$ cat config.mk
export PLATFORM = sky130hd
export DESIGN_NAME = scs_seq
export DESIGN_NICKNAME = d
export VERILOG_FILES = /design/src/rtl/scs_seq.v /design/src/rtl/scs_stat.v
export VERILOG_INCLUDE_DIRS = /design/src /design/src/rtl
export SDC_FILE = /design/constraint.sdc
export NUM_CORES = 2
export LEC_CHECK = 0
export BUFFER_PORTS_ARGS = -buffer_cell sky130_fd_sc_hd__buf_2
export CAP_MARGIN = 10
export CORE_MARGIN = 3
export CORE_UTILIZATION = 55
export CTS_CLUSTER_DIAMETER = 30
export DETAILED_ROUTE_END_ITERATION = 10
export MAX_ROUTING_LAYER = met4
export PLACE_DENSITY = 0.8
export SYNTH_ARGS = -nofsm -noshare
export SYNTH_HDL_FRONTEND = slang
export SYNTH_SLANG_ARGS = --single-unit
$ cat constraint.sdc
create_clock -name clk -period 9.2 [get_ports clk]
set_input_delay 0.46 -clock clk [delete_from_list [all_inputs] [get_ports clk]]
set_output_delay 0.46 -clock clk [all_outputs]
set_load 0.05 [all_outputs]
$ cat src/rtl/scs_consts.vh
`ifndef SCS_CONSTS_VH
`define SCS_CONSTS_VH

// Register byte offsets.
`define SCS_REG_CTRL       8'h00
`define SCS_REG_STATUS     8'h04
`define SCS_REG_RESULT     8'h08
`define SCS_REG_DETAIL     8'h0c
`define SCS_REG_ADC_SUMS   8'h10
`define SCS_REG_TDC_OFFS   8'h14
`define SCS_REG_TDC_RES    8'h18
`define SCS_REG_VCO_LAST   8'h1c
`define SCS_REG_ID_MFR     8'h20
`define SCS_REG_ID_MODEL   8'h24
`define SCS_REG_ID_SERIAL  8'h28
`define SCS_REG_ID_FW      8'h2c

// Field positions.
`define SCS_CTRL_START     0
`define SCS_STAT_BUSY      0
`define SCS_STAT_DONE      1
`define SCS_RES_ADC        0
`define SCS_RES_FCNT       1
`define SCS_RES_TDC        2
`define SCS_RES_VCO        4
`define SCS_RES_PLGA       8
`define SCS_RES_PLGB       9

// Detail codes.
`define SCS_CODE_1         8'h01
`define SCS_CODE_2         8'h02
`define SCS_CODE_4         8'h04

// Measurement selector encodings.
`define SCS_SEL_NONE       3'h0
`define SCS_SEL_ADC_GND    3'h1
`define SCS_SEL_ADC_DIV    3'h2
`define SCS_SEL_FCNT       3'h3
`define SCS_SEL_TDC_CYC    3'h4
`define SCS_SEL_TDC_PED    3'h5
`define SCS_SEL_VCO        3'h6

// Counts and limits.
`define SCS_N_ADC          10'd10
`define SCS_N_FCNT         10'd10
`define SCS_N_TDC_CYC      10'd1000
`define SCS_N_TDC_PED      10'd250
`define SCS_ADC_SPREAD     16'd10
`define SCS_ADC_GND_MAX    16'd1
`define SCS_ADC_DIV_HI     16'd2150
`define SCS_ADC_DIV_LO     16'd1945
`define SCS_FCNT_SPREAD    16'd10
`define SCS_FCNT_SUM_LO    32'd479920
`define SCS_FCNT_SUM_HI    32'd480080
`define SCS_PED_SPREAD     16'd64
`define SCS_CYC_SPREAD     16'd220
`define SCS_PED_SUM_LO     32'd12500
`define SCS_PED_SUM_HI     32'd100000
`define SCS_CYC_SUM_LO     32'd3000000
`define SCS_CYC_SUM_HI     32'd4000000
`define SCS_RES_DIVISOR    32'd62500000
`define SCS_VCO_COUNT      3'd5
`define SCS_VCO_POINTS     7'd76
`define SCS_VCO_ABORT      16'd20000
`define SCS_VCO_LOW        16'd25000
`define SCS_VCO_STRETCH    16'd30000
`define SCS_VCO_FAST_MUL   48'd1792
`define SCS_VCO_GATE_MUL   48'd10000

// Timing.
`define SCS_CLK_NS         8
`define SCS_FCNT_GATE_US   32'd3000
`define SCS_VCO_GATE_US    32'd9000
`define SCS_TMO_MS         10
`define SCS_TMO_CYC        ((`SCS_TMO_MS * 1000000) / `SCS_CLK_NS)

`endif

$ cat src/rtl/scs_seq.v
// Overview of operation
// - ADC check takes ten grounded and ten divider conversions, keeping sum, min, max.
// - ADC detail code 1 when spread at either voltage exceeds ten codes.
// - ADC code 2 when ground exceeds one, or divider above 2150 or below 1945.
// - Any ADC failure sets result bit 0.
// - Counter check counts reference through 3 ms gate, ten times.
// - Counter code 2 when count spread exceeds ten.
// - Counter code 4 when average count lies outside 47992 to 48008.
// - Counter code 1 on gate-end timeout; any counter failure sets bit 1.
// - Interval check sums 1000 one-cycle and 250 offset readings, offset scaled four.
// - Store offset times 1000 and resolution: difference divided by 62500000.
// - Interval code 4 for offset average outside 50-400 or cycle outside 3000-4000.
// - Interval code 2 for offset spread over 64 or cycle spread over 220.
// - Interval code 1 on stop timeout; any interval failure sets bit 2.
// - Oscillator calibration runs five times in fixed order.
// - Each oscillator measured at 76 points unless aborted, highest frequency first.
// - Gate starts 9 ms and grows by 1.25 after a count below 30000.
// - Codes 1 low or slow, 2 non-monotonic, 4 abort under 20000; bit 4.
// - Module slots A and B calibrate; failures set bits 8 and 9.
// - Settings held before calibration are restored when the sequence ends.
// - Identification gives manufacturer, model, serial or zero, firmware level.
`timescale 1ns/1ps
`include "scs_consts.vh"
module scs_seq #(
	parameter [31:0] TMO_CYC   = `SCS_TMO_CYC, // Answer timeout in cycles.
	parameter [31:0] ID_MFR    = 32'h0000_00a5, // Arbitrary value.
	parameter [31:0] ID_MODEL  = 32'h0000_0001, // Arbitrary value.
	parameter [31:0] ID_SERIAL = 32'h0000_0000, // Zero when unknown.
	parameter [31:0] ID_FW     = 32'h0000_0100  // Arbitrary value.
) (
	input  wire        clk,             // System clock, 125 MHz.
	input  wire        rst,             // Asynchronous reset, active high.
	input  wire        psel,            // APB select.
	input  wire        penable,         // APB access phase.
	input  wire        pwrite,          // APB direction.
	input  wire [7:0]  paddr,           // APB byte address.
	input  wire [31:0] pwdata,          // APB write data.
	output wire        pready,          // APB ready.
	output reg  [31:0] prdata,          // APB read data.
	output reg         pslverr,         // APB error for unmapped address.
	output reg         meas_req,        // One-cycle measurement request.
	output wire [2:0]  meas_sel,        // Which measurement.
	output reg  [2:0]  meas_vco,        // Oscillator under calibration.
	output reg  [6:0]  meas_point,      // Stored control-voltage point.
	output wire [31:0] meas_gate_us,    // Counting gate in microseconds.
	input  wire        meas_done,       // One-cycle answer strobe.
	input  wire [15:0] meas_value,      // Reading or count.
	output reg         plug_start,      // One-cycle module calibration start.
	output reg         plug_slot,       // Zero for slot A, one for slot B.
	input  wire        plug_done,       // Module calibration finished.
	input  wire        plug_fail,       // Module calibration failed.
	output reg         settings_save,   // Pulse: snapshot user settings.
	output reg         settings_restore // Pulse: restore snapshot.
);
	localparam [3:0] ST_IDLE = 4'd0;
	localparam [3:0] ST_SAVE = 4'd1;
	localparam [3:0] ST_ADCG = 4'd2;
	localparam [3:0] ST_ADCD = 4'd3;
	localparam [3:0] ST_FCNT = 4'd4;
	localparam [3:0] ST_TDCC = 4'd5;
	localparam [3:0] ST_TDCP = 4'd6;
	localparam [3:0] ST_VCO  = 4'd7;
	localparam [3:0] ST_PLGA = 4'd8;
	localparam [3:0] ST_PLGB = 4'd9;
	localparam [3:0] ST_REST = 4'd10;

	reg  [3:0]  st_q;
	reg         wait_q;
	reg         eval_q;
	reg  [9:0]  n_q;
	reg  [31:0] tmo_q;
	reg         busy_q;
	reg         done_q;
	reg  [31:0] result_q;
	reg  [7:0]  det_adc_q;
	reg  [7:0]  det_fcnt_q;
	reg  [7:0]  det_tdc_q;
	reg  [7:0]  det_vco_q;
	reg  [15:0] adc_gnd_sum_q;
	reg  [15:0] adc_div_sum_q;
	reg  [31:0] cyc_sum_q;
	reg  [31:0] ped_x1000_q;
	reg  [31:0] res_q;
	reg  [31:0] gate_q;
	reg  [15:0] prev_q;
	reg  [2:0]  sel_q;
	reg  [9:0]  target;
	reg  [31:0] rd;
	reg         hit;
	wire [31:0] sum;
	wire [15:0] mn;
	wire [15:0] mx;
	wire [15:0] spread;
	wire        stat_st;
	wire        got;
	wire        tmo_hit;
	wire        start_wr;
	wire [31:0] ped_scaled;
	wire [47:0] fast_lhs;
	wire [47:0] fast_rhs;

	assign pready = 1'b1;
	assign start_wr = psel & penable & pwrite & (paddr == `SCS_REG_CTRL) & pwdata[`SCS_CTRL_START];
	assign got = wait_q & meas_done;
	assign tmo_hit = wait_q & ~meas_done & ~plug_done & (tmo_q == TMO_CYC - 32'd1);
	assign stat_st = (st_q == ST_ADCG) | (st_q == ST_ADCD) | (st_q == ST_FCNT) |
			 (st_q == ST_TDCC) | (st_q == ST_TDCP);
	assign spread = mx - mn;
	assign ped_scaled = {sum[29:0], 2'b00};
	assign meas_sel = sel_q;
	assign meas_gate_us = (st_q == ST_FCNT) ? `SCS_FCNT_GATE_US :
			      (st_q == ST_VCO) ? gate_q : 32'h0000_0000;
	// The slowest allowed fastest period is checked without a divider.
	assign fast_lhs = {16'h0000, gate_q} * `SCS_VCO_GATE_MUL;
	assign fast_rhs = {32'h0000_0000, meas_value} * `SCS_VCO_FAST_MUL;

	scs_stat #(
		.VW(16),
		.SW(32)
	) u_stat (
		.clk  (clk),
		.rst  (rst),
		.clr  (eval_q | tmo_hit | (st_q == ST_SAVE)),
		.smp  (stat_st & got),
		.val  (meas_value),
		.sum_q(sum),
		.min_q(mn),
		.max_q(mx)
	);

	always @* begin
		case (st_q)
			ST_ADCG: target = `SCS_N_ADC;
			ST_ADCD: target = `SCS_N_ADC;
			ST_FCNT: target = `SCS_N_FCNT;
			ST_TDCC: target = `SCS_N_TDC_CYC;
			ST_TDCP: target = `SCS_N_TDC_PED;
			default: target = 10'd1;
		endcase
	end

	always @(posedge clk or posedge rst) begin
		if (rst) begin
			st_q <= ST_IDLE;
			wait_q <= 1'b0;
			eval_q <= 1'b0;
			n_q <= 10'd0;
			tmo_q <= 32'h0000_0000;
			busy_q <= 1'b0;
			done_q <= 1'b0;
			result_q <= 32'h0000_0000;
			det_adc_q <= 8'h00;
			det_fcnt_q <= 8'h00;
			det_tdc_q <= 8'h00;
			det_vco_q <= 8'h00;
			adc_gnd_sum_q <= 16'h0000;
			adc_div_sum_q <= 16'h0000;
			cyc_sum_q <= 32'h0000_0000;
			ped_x1000_q <= 32'h0000_0000;
			res_q <= 32'h0000_0000;
			gate_q <= `SCS_VCO_GATE_US;
			prev_q <= 16'h0000;
			sel_q <= `SCS_SEL_NONE;
			meas_req <= 1'b0;
			meas_vco <= 3'd0;
			meas_point <= 7'd0;
			plug_start <= 1'b0;
			plug_slot <= 1'b0;
			settings_save <= 1'b0;
			settings_restore <= 1'b0;
		end else begin
			meas_req <= 1'b0;
			plug_start <= 1'b0;
			settings_save <= 1'b0;
			settings_restore <= 1'b0;
			eval_q <= 1'b0;
			tmo_q <= wait_q ? tmo_q + 32'd1 : 32'h0000_0000;
			if (stat_st & got) begin
				wait_q <= 1'b0;
				if (n_q + 10'd1 == target) begin
					n_q <= 10'd0;
					eval_q <= 1'b1;
				end else begin
					n_q <= n_q + 10'd1;
				end
			end
			case (st_q)
				ST_IDLE: begin
					if (start_wr) begin
						result_q <= 32'h0000_0000;
						det_adc_q <= 8'h00;
						det_fcnt_q <= 8'h00;
						det_tdc_q <= 8'h00;
						det_vco_q <= 8'h00;
						busy_q <= 1'b1;
						done_q <= 1'b0;
						settings_save <= 1'b1;
						st_q <= ST_SAVE;
					end
				end
				ST_SAVE: begin
					n_q <= 10'd0;
					// A timed-out interval check jumps straight into oscillator calibration,
					// so the oscillator walk must be rewound here and not on the way out.
					meas_vco <= 3'd0;
					meas_point <= 7'd0;
					gate_q <= `SCS_VCO_GATE_US;
					st_q <= ST_ADCG;
				end
				ST_ADCG, ST_ADCD, ST_FCNT, ST_TDCC, ST_TDCP: begin
					if (tmo_hit) begin
						wait_q <= 1'b0;
						n_q <= 10'd0;
						case (st_q)
							ST_ADCG, ST_ADCD: begin
								det_adc_q <= det_adc_q | `SCS_CODE_2;
								result_q[`SCS_RES_ADC] <= 1'b1;
								st_q <= ST_FCNT;
							end
							ST_FCNT: begin
								det_fcnt_q <= det_fcnt_q | `SCS_CODE_1;
								result_q[`SCS_RES_FCNT] <= 1'b1;
								st_q <= ST_TDCC;
							end
							default: begin
								det_tdc_q <= det_tdc_q | `SCS_CODE_1;
								result_q[`SCS_RES_TDC] <= 1'b1;
								st_q <= ST_VCO;
							end
						endcase
					end else if (eval_q) begin
						case (st_q)
							ST_ADCG: begin
								adc_gnd_sum_q <= sum[15:0];
								if (spread > `SCS_ADC_SPREAD) begin
									det_adc_q <= det_adc_q | `SCS_CODE_1;
									result_q[`SCS_RES_ADC] <= 1'b1;
								end
								if (mx > `SCS_ADC_GND_MAX) begin
									det_adc_q <= det_adc_q | `SCS_CODE_2 |
										((spread > `SCS_ADC_SPREAD) ? `SCS_CODE_1 : 8'h00);
									result_q[`SCS_RES_ADC] <= 1'b1;
								end
								st_q <= ST_ADCD;
							end
							ST_ADCD: begin
								adc_div_sum_q <= sum[15:0];
								if (spread > `SCS_ADC_SPREAD) begin
									det_adc_q <= det_adc_q | `SCS_CODE_1;
									result_q[`SCS_RES_ADC] <= 1'b1;
								end
								if ((mx > `SCS_ADC_DIV_HI) | (mn < `SCS_ADC_DIV_LO)) begin
									det_adc_q <= det_adc_q | `SCS_CODE_2 |
										((spread > `SCS_ADC_SPREAD) ? `SCS_CODE_1 : 8'h00);
									result_q[`SCS_RES_ADC] <= 1'b1;
								end
								st_q <= ST_FCNT;
							end
							ST_FCNT: begin
								det_fcnt_q <= det_fcnt_q |
									((spread > `SCS_FCNT_SPREAD) ? `SCS_CODE_2 : 8'h00) |
									(((sum < `SCS_FCNT_SUM_LO) | (sum > `SCS_FCNT_SUM_HI)) ?
									 `SCS_CODE_4 : 8'h00);
								if ((spread > `SCS_FCNT_SPREAD) | (sum < `SCS_FCNT_SUM_LO) |
								    (sum > `SCS_FCNT_SUM_HI)) begin
									result_q[`SCS_RES_FCNT] <= 1'b1;
								end
								st_q <= ST_TDCC;
							end
							ST_TDCC: begin
								cyc_sum_q <= sum;
								det_tdc_q <= det_tdc_q |
									((spread > `SCS_CYC_SPREAD) ? `SCS_CODE_2 : 8'h00) |
									(((sum < `SCS_CYC_SUM_LO) | (sum > `SCS_CYC_SUM_HI)) ?
									 `SCS_CODE_4 : 8'h00);
								if ((spread > `SCS_CYC_SPREAD) | (sum < `SCS_CYC_SUM_LO) |
								    (sum > `SCS_CYC_SUM_HI)) begin
									result_q[`SCS_RES_TDC] <= 1'b1;
								end
								st_q <= ST_TDCP;
							end
							default: begin
								ped_x1000_q <= ped_scaled;
								res_q <= (cyc_sum_q - ped_scaled) / `SCS_RES_DIVISOR;
								det_tdc_q <= det_tdc_q |
									((spread > `SCS_PED_SPREAD) ? `SCS_CODE_2 : 8'h00) |
									(((sum < `SCS_PED_SUM_LO) | (sum > `SCS_PED_SUM_HI)) ?
									 `SCS_CODE_4 : 8'h00);
								if ((spread > `SCS_PED_SPREAD) | (sum < `SCS_PED_SUM_LO) |
								    (sum > `SCS_PED_SUM_HI)) begin
									result_q[`SCS_RES_TDC] <= 1'b1;
								end
								st_q <= ST_VCO;
							end
						endcase
					end else if (!wait_q) begin
						meas_req <= 1'b1;
						wait_q <= 1'b1;
						case (st_q)
							ST_ADCG: sel_q <= `SCS_SEL_ADC_GND;
							ST_ADCD: sel_q <= `SCS_SEL_ADC_DIV;
							ST_FCNT: sel_q <= `SCS_SEL_FCNT;
							ST_TDCC: sel_q <= `SCS_SEL_TDC_CYC;
							default: sel_q <= `SCS_SEL_TDC_PED;
						endcase
					end
				end
				ST_VCO: begin
					if (got | tmo_hit) begin
						wait_q <= 1'b0;
						if (tmo_hit | (meas_value < `SCS_VCO_ABORT)) begin
							det_vco_q <= det_vco_q | `SCS_CODE_4;
							result_q[`SCS_RES_VCO] <= 1'b1;
							meas_point <= `SCS_VCO_POINTS; // Aborts this oscillator only.
						end else begin
							if ((meas_value < `SCS_VCO_LOW) |
							    ((meas_point == 7'd0) & (fast_lhs > fast_rhs))) begin
								det_vco_q <= det_vco_q | `SCS_CODE_1 |
									(((meas_point != 7'd0) & (meas_value > prev_q)) ?
									 `SCS_CODE_2 : 8'h00);
								result_q[`SCS_RES_VCO] <= 1'b1;
							end else if ((meas_point != 7'd0) & (meas_value > prev_q)) begin
								det_vco_q <= det_vco_q | `SCS_CODE_2;
								result_q[`SCS_RES_VCO] <= 1'b1;
							end
							if (meas_value < `SCS_VCO_STRETCH) begin
								gate_q <= gate_q + {2'b00, gate_q[31:2]};
							end
							prev_q <= meas_value;
							meas_point <= meas_point + 7'd1;
						end
					end else if (meas_point == `SCS_VCO_POINTS) begin
						meas_point <= 7'd0;
						gate_q <= `SCS_VCO_GATE_US;
						if (meas_vco == `SCS_VCO_COUNT - 3'd1) begin
							st_q <= ST_PLGA;
						end else begin
							meas_vco <= meas_vco + 3'd1;
						end
					end else if (!wait_q) begin
						sel_q <= `SCS_SEL_VCO;
						meas_req <= 1'b1;
						wait_q <= 1'b1;
					end
				end
				ST_PLGA, ST_PLGB: begin
					sel_q <= `SCS_SEL_NONE;
					if ((wait_q & plug_done) | tmo_hit) begin
						wait_q <= 1'b0;
						if (plug_fail | tmo_hit) begin
							result_q[plug_slot ? `SCS_RES_PLGB : `SCS_RES_PLGA] <= 1'b1;
						end
						st_q <= plug_slot ? ST_REST : ST_PLGB;
					end else if (!wait_q) begin
						plug_slot <= (st_q == ST_PLGB);
						plug_start <= 1'b1;
						wait_q <= 1'b1;
					end
				end
				ST_REST: begin
					settings_restore <= 1'b1;
					busy_q <= 1'b0;
					done_q <= 1'b1;
					plug_slot <= 1'b0;
					st_q <= ST_IDLE;
				end
				default: st_q <= ST_IDLE;
			endcase
		end
	end

	always @* begin
		hit = 1'b1;
		case (paddr)
			`SCS_REG_CTRL:      rd = 32'h0000_0000;
			`SCS_REG_STATUS:    rd = {30'h0000_0000, done_q, busy_q};
			`SCS_REG_RESULT:    rd = result_q;
			`SCS_REG_DETAIL:    rd = {det_vco_q, det_tdc_q, det_fcnt_q, det_adc_q};
			`SCS_REG_ADC_SUMS:  rd = {adc_div_sum_q, adc_gnd_sum_q};
			`SCS_REG_TDC_OFFS:  rd = ped_x1000_q;
			`SCS_REG_TDC_RES:   rd = res_q;
			`SCS_REG_VCO_LAST:  rd = {6'h00, meas_vco, meas_point, prev_q};
			`SCS_REG_ID_MFR:    rd = ID_MFR;
			`SCS_REG_ID_MODEL:  rd = ID_MODEL;
			`SCS_REG_ID_SERIAL: rd = ID_SERIAL;
			`SCS_REG_ID_FW:     rd = ID_FW;
			default: begin
				rd = 32'h0000_0000;
				hit = 1'b0;
			end
		endcase
	end

	// Read data is captured in the setup cycle so it comes from a flop in the access phase.
	always @(posedge clk or posedge rst) begin
		if (rst) begin
			prdata <= 32'h0000_0000;
			pslverr <= 1'b0;
		end else if (psel & ~penable) begin
			prdata <= pwrite ? 32'h0000_0000 : rd;
			pslverr <= ~hit;
		end
	end
endmodule

$ cat src/rtl/scs_stat.v
`timescale 1ns/1ps
module scs_stat #(
	parameter VW = 16,
	parameter SW = 32
) (
	input  wire          clk,   // System clock.
	input  wire          rst,   // Asynchronous reset, active high.
	input  wire          clr,   // Restart the group.
	input  wire          smp,   // Take one reading.
	input  wire [VW-1:0] val,   // Reading.
	output reg  [SW-1:0] sum_q, // Sum of readings.
	output reg  [VW-1:0] min_q, // Smallest reading.
	output reg  [VW-1:0] max_q  // Largest reading.
);
	always @(posedge clk or posedge rst) begin
		if (rst) begin
			sum_q <= {SW{1'b0}};
			min_q <= {VW{1'b1}};
			max_q <= {VW{1'b0}};
		end else if (clr) begin
			sum_q <= {SW{1'b0}};
			min_q <= {VW{1'b1}};
			max_q <= {VW{1'b0}};
		end else if (smp) begin
			sum_q <= sum_q + {{(SW-VW){1'b0}}, val};
			if (val < min_q) begin
				min_q <= val;
			end
			if (val > max_q) begin
				max_q <= val;
			end
		end
	end
endmodule
==> results.cfg <==
[run_status]
run_status = finished, violations left
failed_checks = negative setup slack

[layout]
finalNetCount = 5042
non_filler_instances = 5386
fill_cells = 4206
final_layout_size_suffix_gt1_frac = 0.217
multiInputGateArea_sq_um = 22800
area_delta_synth_final_pct = 25.2
final_common_cell = buf_4
most-common-layout-cells = buf_4, inv_1, nand2_1
final_core_util = 0.704
layout.area.seq_sq_um = 8310

[yosys]
synth.cell_area_sq_um = 32700
number_of_enable_flip_flop_cells_after_synthesis = 0
netlist-cell-type-count = 123
synthesized_net_count = 4472
synthCells = 3988
yosys_warnings = 0
top_ff_cell_synth = dfrtp_1
synth.yosys.seq_area_share = 0.254
synth_async_sr_flop_share = 1.00
synth.ff_latch_count = 331
syn_area_per_cell_sq_um = 8.21

[floorplan]
design.core.area_sq_um = 58200
fp.dieArea_sq_um = 62500
die_height_microns = 250
die_x_microns = 250
initial_core_utilization = 0.562
top_level_ports = 148
placementRows = 88

[worst_setup_path]
reg2reg_depth = 36
critical_path.max_fanout = 5
critical-path-slowest-cell = or4_4
worst_setup_path_end_kind = flip-flop
path_common_cell = or4_4
startpoint_type = flip-flop
timing_worst_setup_path_type = reg -> reg
rr_endpoint = res_q[0]
cp_data_required_time_ps = 9710
reg2reg_setup_slack_ps = -390
startpoint_of_the_most_critical_register_to_register_path = u_stat.sum_q[0]
crit_path_max_incr_delay_ps = 550
cp_data_arrival_time_ps = 10090

[clock_tree]
clk-insertion-delay-late_ps = 630
cts_buffer_depth = 3
cts.sink_count = 331
cts_made_buffers = 70
cts.reportedPaths.clkPinSlew_ps = 50
cts_tree = done
deepest_level_of_the_cts_h_tree = 3
clock-root-buffer = clkbuf_16

[detailed_routing]
drt_iter0_markers = 3311
route.vias.total = 32800
average_routed_wire_per_standard_cell_microns = 18.9
viasPerCell = 6.09
drtPass1Iterations = 6
drt_drc_violations_left = 0
total_wirelength_microns = 102000
detail-route-antenna-nets = 0

[min_path]
hold_start = paddr[7]
hold_path_class = in -> reg
hold-path-endpoint = pslverr
hold_depth = 4

[sta]
timing_max_transition_violations_final = 0
unrepaired_setup_endpoints_after_global_routing = yes
endpoints_failing_hold = 0
achievable-frequency_mhz = 104
finalWorstPathRequiredPeriod_ps = 9590
slew_headroom = 0.245
clock_skew_ps = 46.9
period_utilization = 1.04
worst-slew-pin-transition_ps = 1120
post-route-worst-setup-slack_ps = -387
final-setup-viol-count = 1

[power]
p_per_area_nw_per_um2 = 252
power_w = 0.0103
p_leak_nw = 20.0
vdd_ir_drop_max_mv = 0.214

[placed_design]
place.gp.congestion = 0.965
place_hpwl_microns = 74400
port-buffer-count = 115
place_inst = 5223

[global_routing]
grt_ovf = 0
via_count_of_the_first_global_routing_pass = 32100
grt_start_max_net_pins = 167
first_pass_grt_wire_length_microns = 164000
track_usage = 0.326
grt_antenna_before_repair = 9

[run]
drv.max_cap_violation_count = 0
[worst max-delay path by stage]
| stage | startpoint | to | slack [ps] | cells past startpoint |
|---|---|---|---|---|
| after global placement | u_stat.sum_q[0] | res_q[0] | -420 | 35 |
| after CTS | u_stat.sum_q[0] | res_q[0] | -180 | 37 |
| final | u_stat.sum_q[0] | res_q[0] | -390 | 36 |
| after detailed placement | cyc_sum_q[3] | res_q[0] | -580 | 41 |
| after floorplan | u_stat.sum_q[0] | res_q[0] | -450 | 36 |
| after global routing | cyc_sum_q[2] | res_q[0] | -730 | 39 |
[synth_stat cells, drive strengths merged, types with 37 or more instances]
cell type,count,area [sq um]
a21o,67,503
a21oi,262,1360
and2,62,390
and3,39,245
clkbuf,118,443
dfrtp,310,7760
fa,103,2060
ha,317,3970
inv,485,1820
mux2,37,417
mux2i,37,370
nand2,392,1480
nand3,83,420
nand4,55,344
nor2,291,1110
nor3,77,423
nor4,41,257
o211ai,52,448
o21ai,305,1560
o21bai,59,443
xnor2,176,1540
xor2,45,402
[per-stage QoR]
| stage | TNS, ps | hold WS (ps) | instance area (sq um) | setup WS (ps) |
|---|---|---|---|---|
| final | -387 | 246 | 41000 | -387 |
| after global routing | -817 | 276 | 41000 | -734 |
| after CTS | -184 | 230 | 40500 | -184 |
| after detailed placement | -584 | 461 | 37600 | -584 |
| after global placement | -417 | 452 | 37600 | -417 |
| after floorplan | -458 | 431 | 32800 | -453 |
[kinds of logic (layout without fill, tap and decap cells)]
logic type      Yosys count  after routing  synth area share
buf+inv                 632           1257            0.0734
fa+ha+maj               422            422             0.185
mux                      74             74            0.0240
xor+xnor                221            221            0.0593
flops                   331            331             0.254
other cells               1              9          0.000115
compound gates         1101           1101             0.226
simple gates           1206           1206             0.178
[layer usage]
layer,vias up,GRT usage,share of wire
met2,1525,0.503,0.45
li1,15200,-,-
met4,0,0.130,0.042
met1,15800,0.423,0.42
met3,326,0.0639,0.088
met5,-,-,0
[where the power goes]
part           internal, W  switching (W)
logic              0.00272        0.00322
clock network      0.00171       0.000954
registers          0.00161       0.000112
[cell type report]
cell class,count,area share
Multi-Input combinational cell,3025,0.555
Sequential cell,331,0.203
Antenna cell,8,0.000488
Clock buffer,91,0.0466
Clock inverter,36,0.0141
Inverter,486,0.0446
Timing Repair Buffer,644,0.113
Tap cell,765,0.0233
[worst max-delay path: cells and delay by family (launching register included)]
kind	cells	cell delay, ps
AND/OR/NAND/NOR	9	3010
buffers and inverters	2	380
XOR/XNOR	1	100
multiplexers	1	340
adder cells (fa/ha/maj)	2	550
flip-flops	1	410
AO/OA/AOI/OAI	21	4720
[state kept, by name, summed over array words and instances (netlist names), 4 cells and up]
signal	count
cyc_sum_q	32
gate_q	32
prdata	32
tmo_q	32
u_stat.sum_q	32
ped_x1000_q	30
adc_div_sum_q	16
adc_gnd_sum_q	16
prev_q	16
u_stat.max_q	16
u_stat.min_q	16
n_q	10
meas_point	7
res_q	7
result_q	6
st_q	4
[what timing repair did]
action | in CTS | in global routing
hold buffers | 1 | 0
setup endpoints to repair | 3 | 4
buffers inserted | 13 | 13
endpoints found under the hold margin | 17 | 0
pin swaps | 35 | 34
gates resized for setup | 65 | 82
Note: power is estimated with default switching activity, not from simulation.
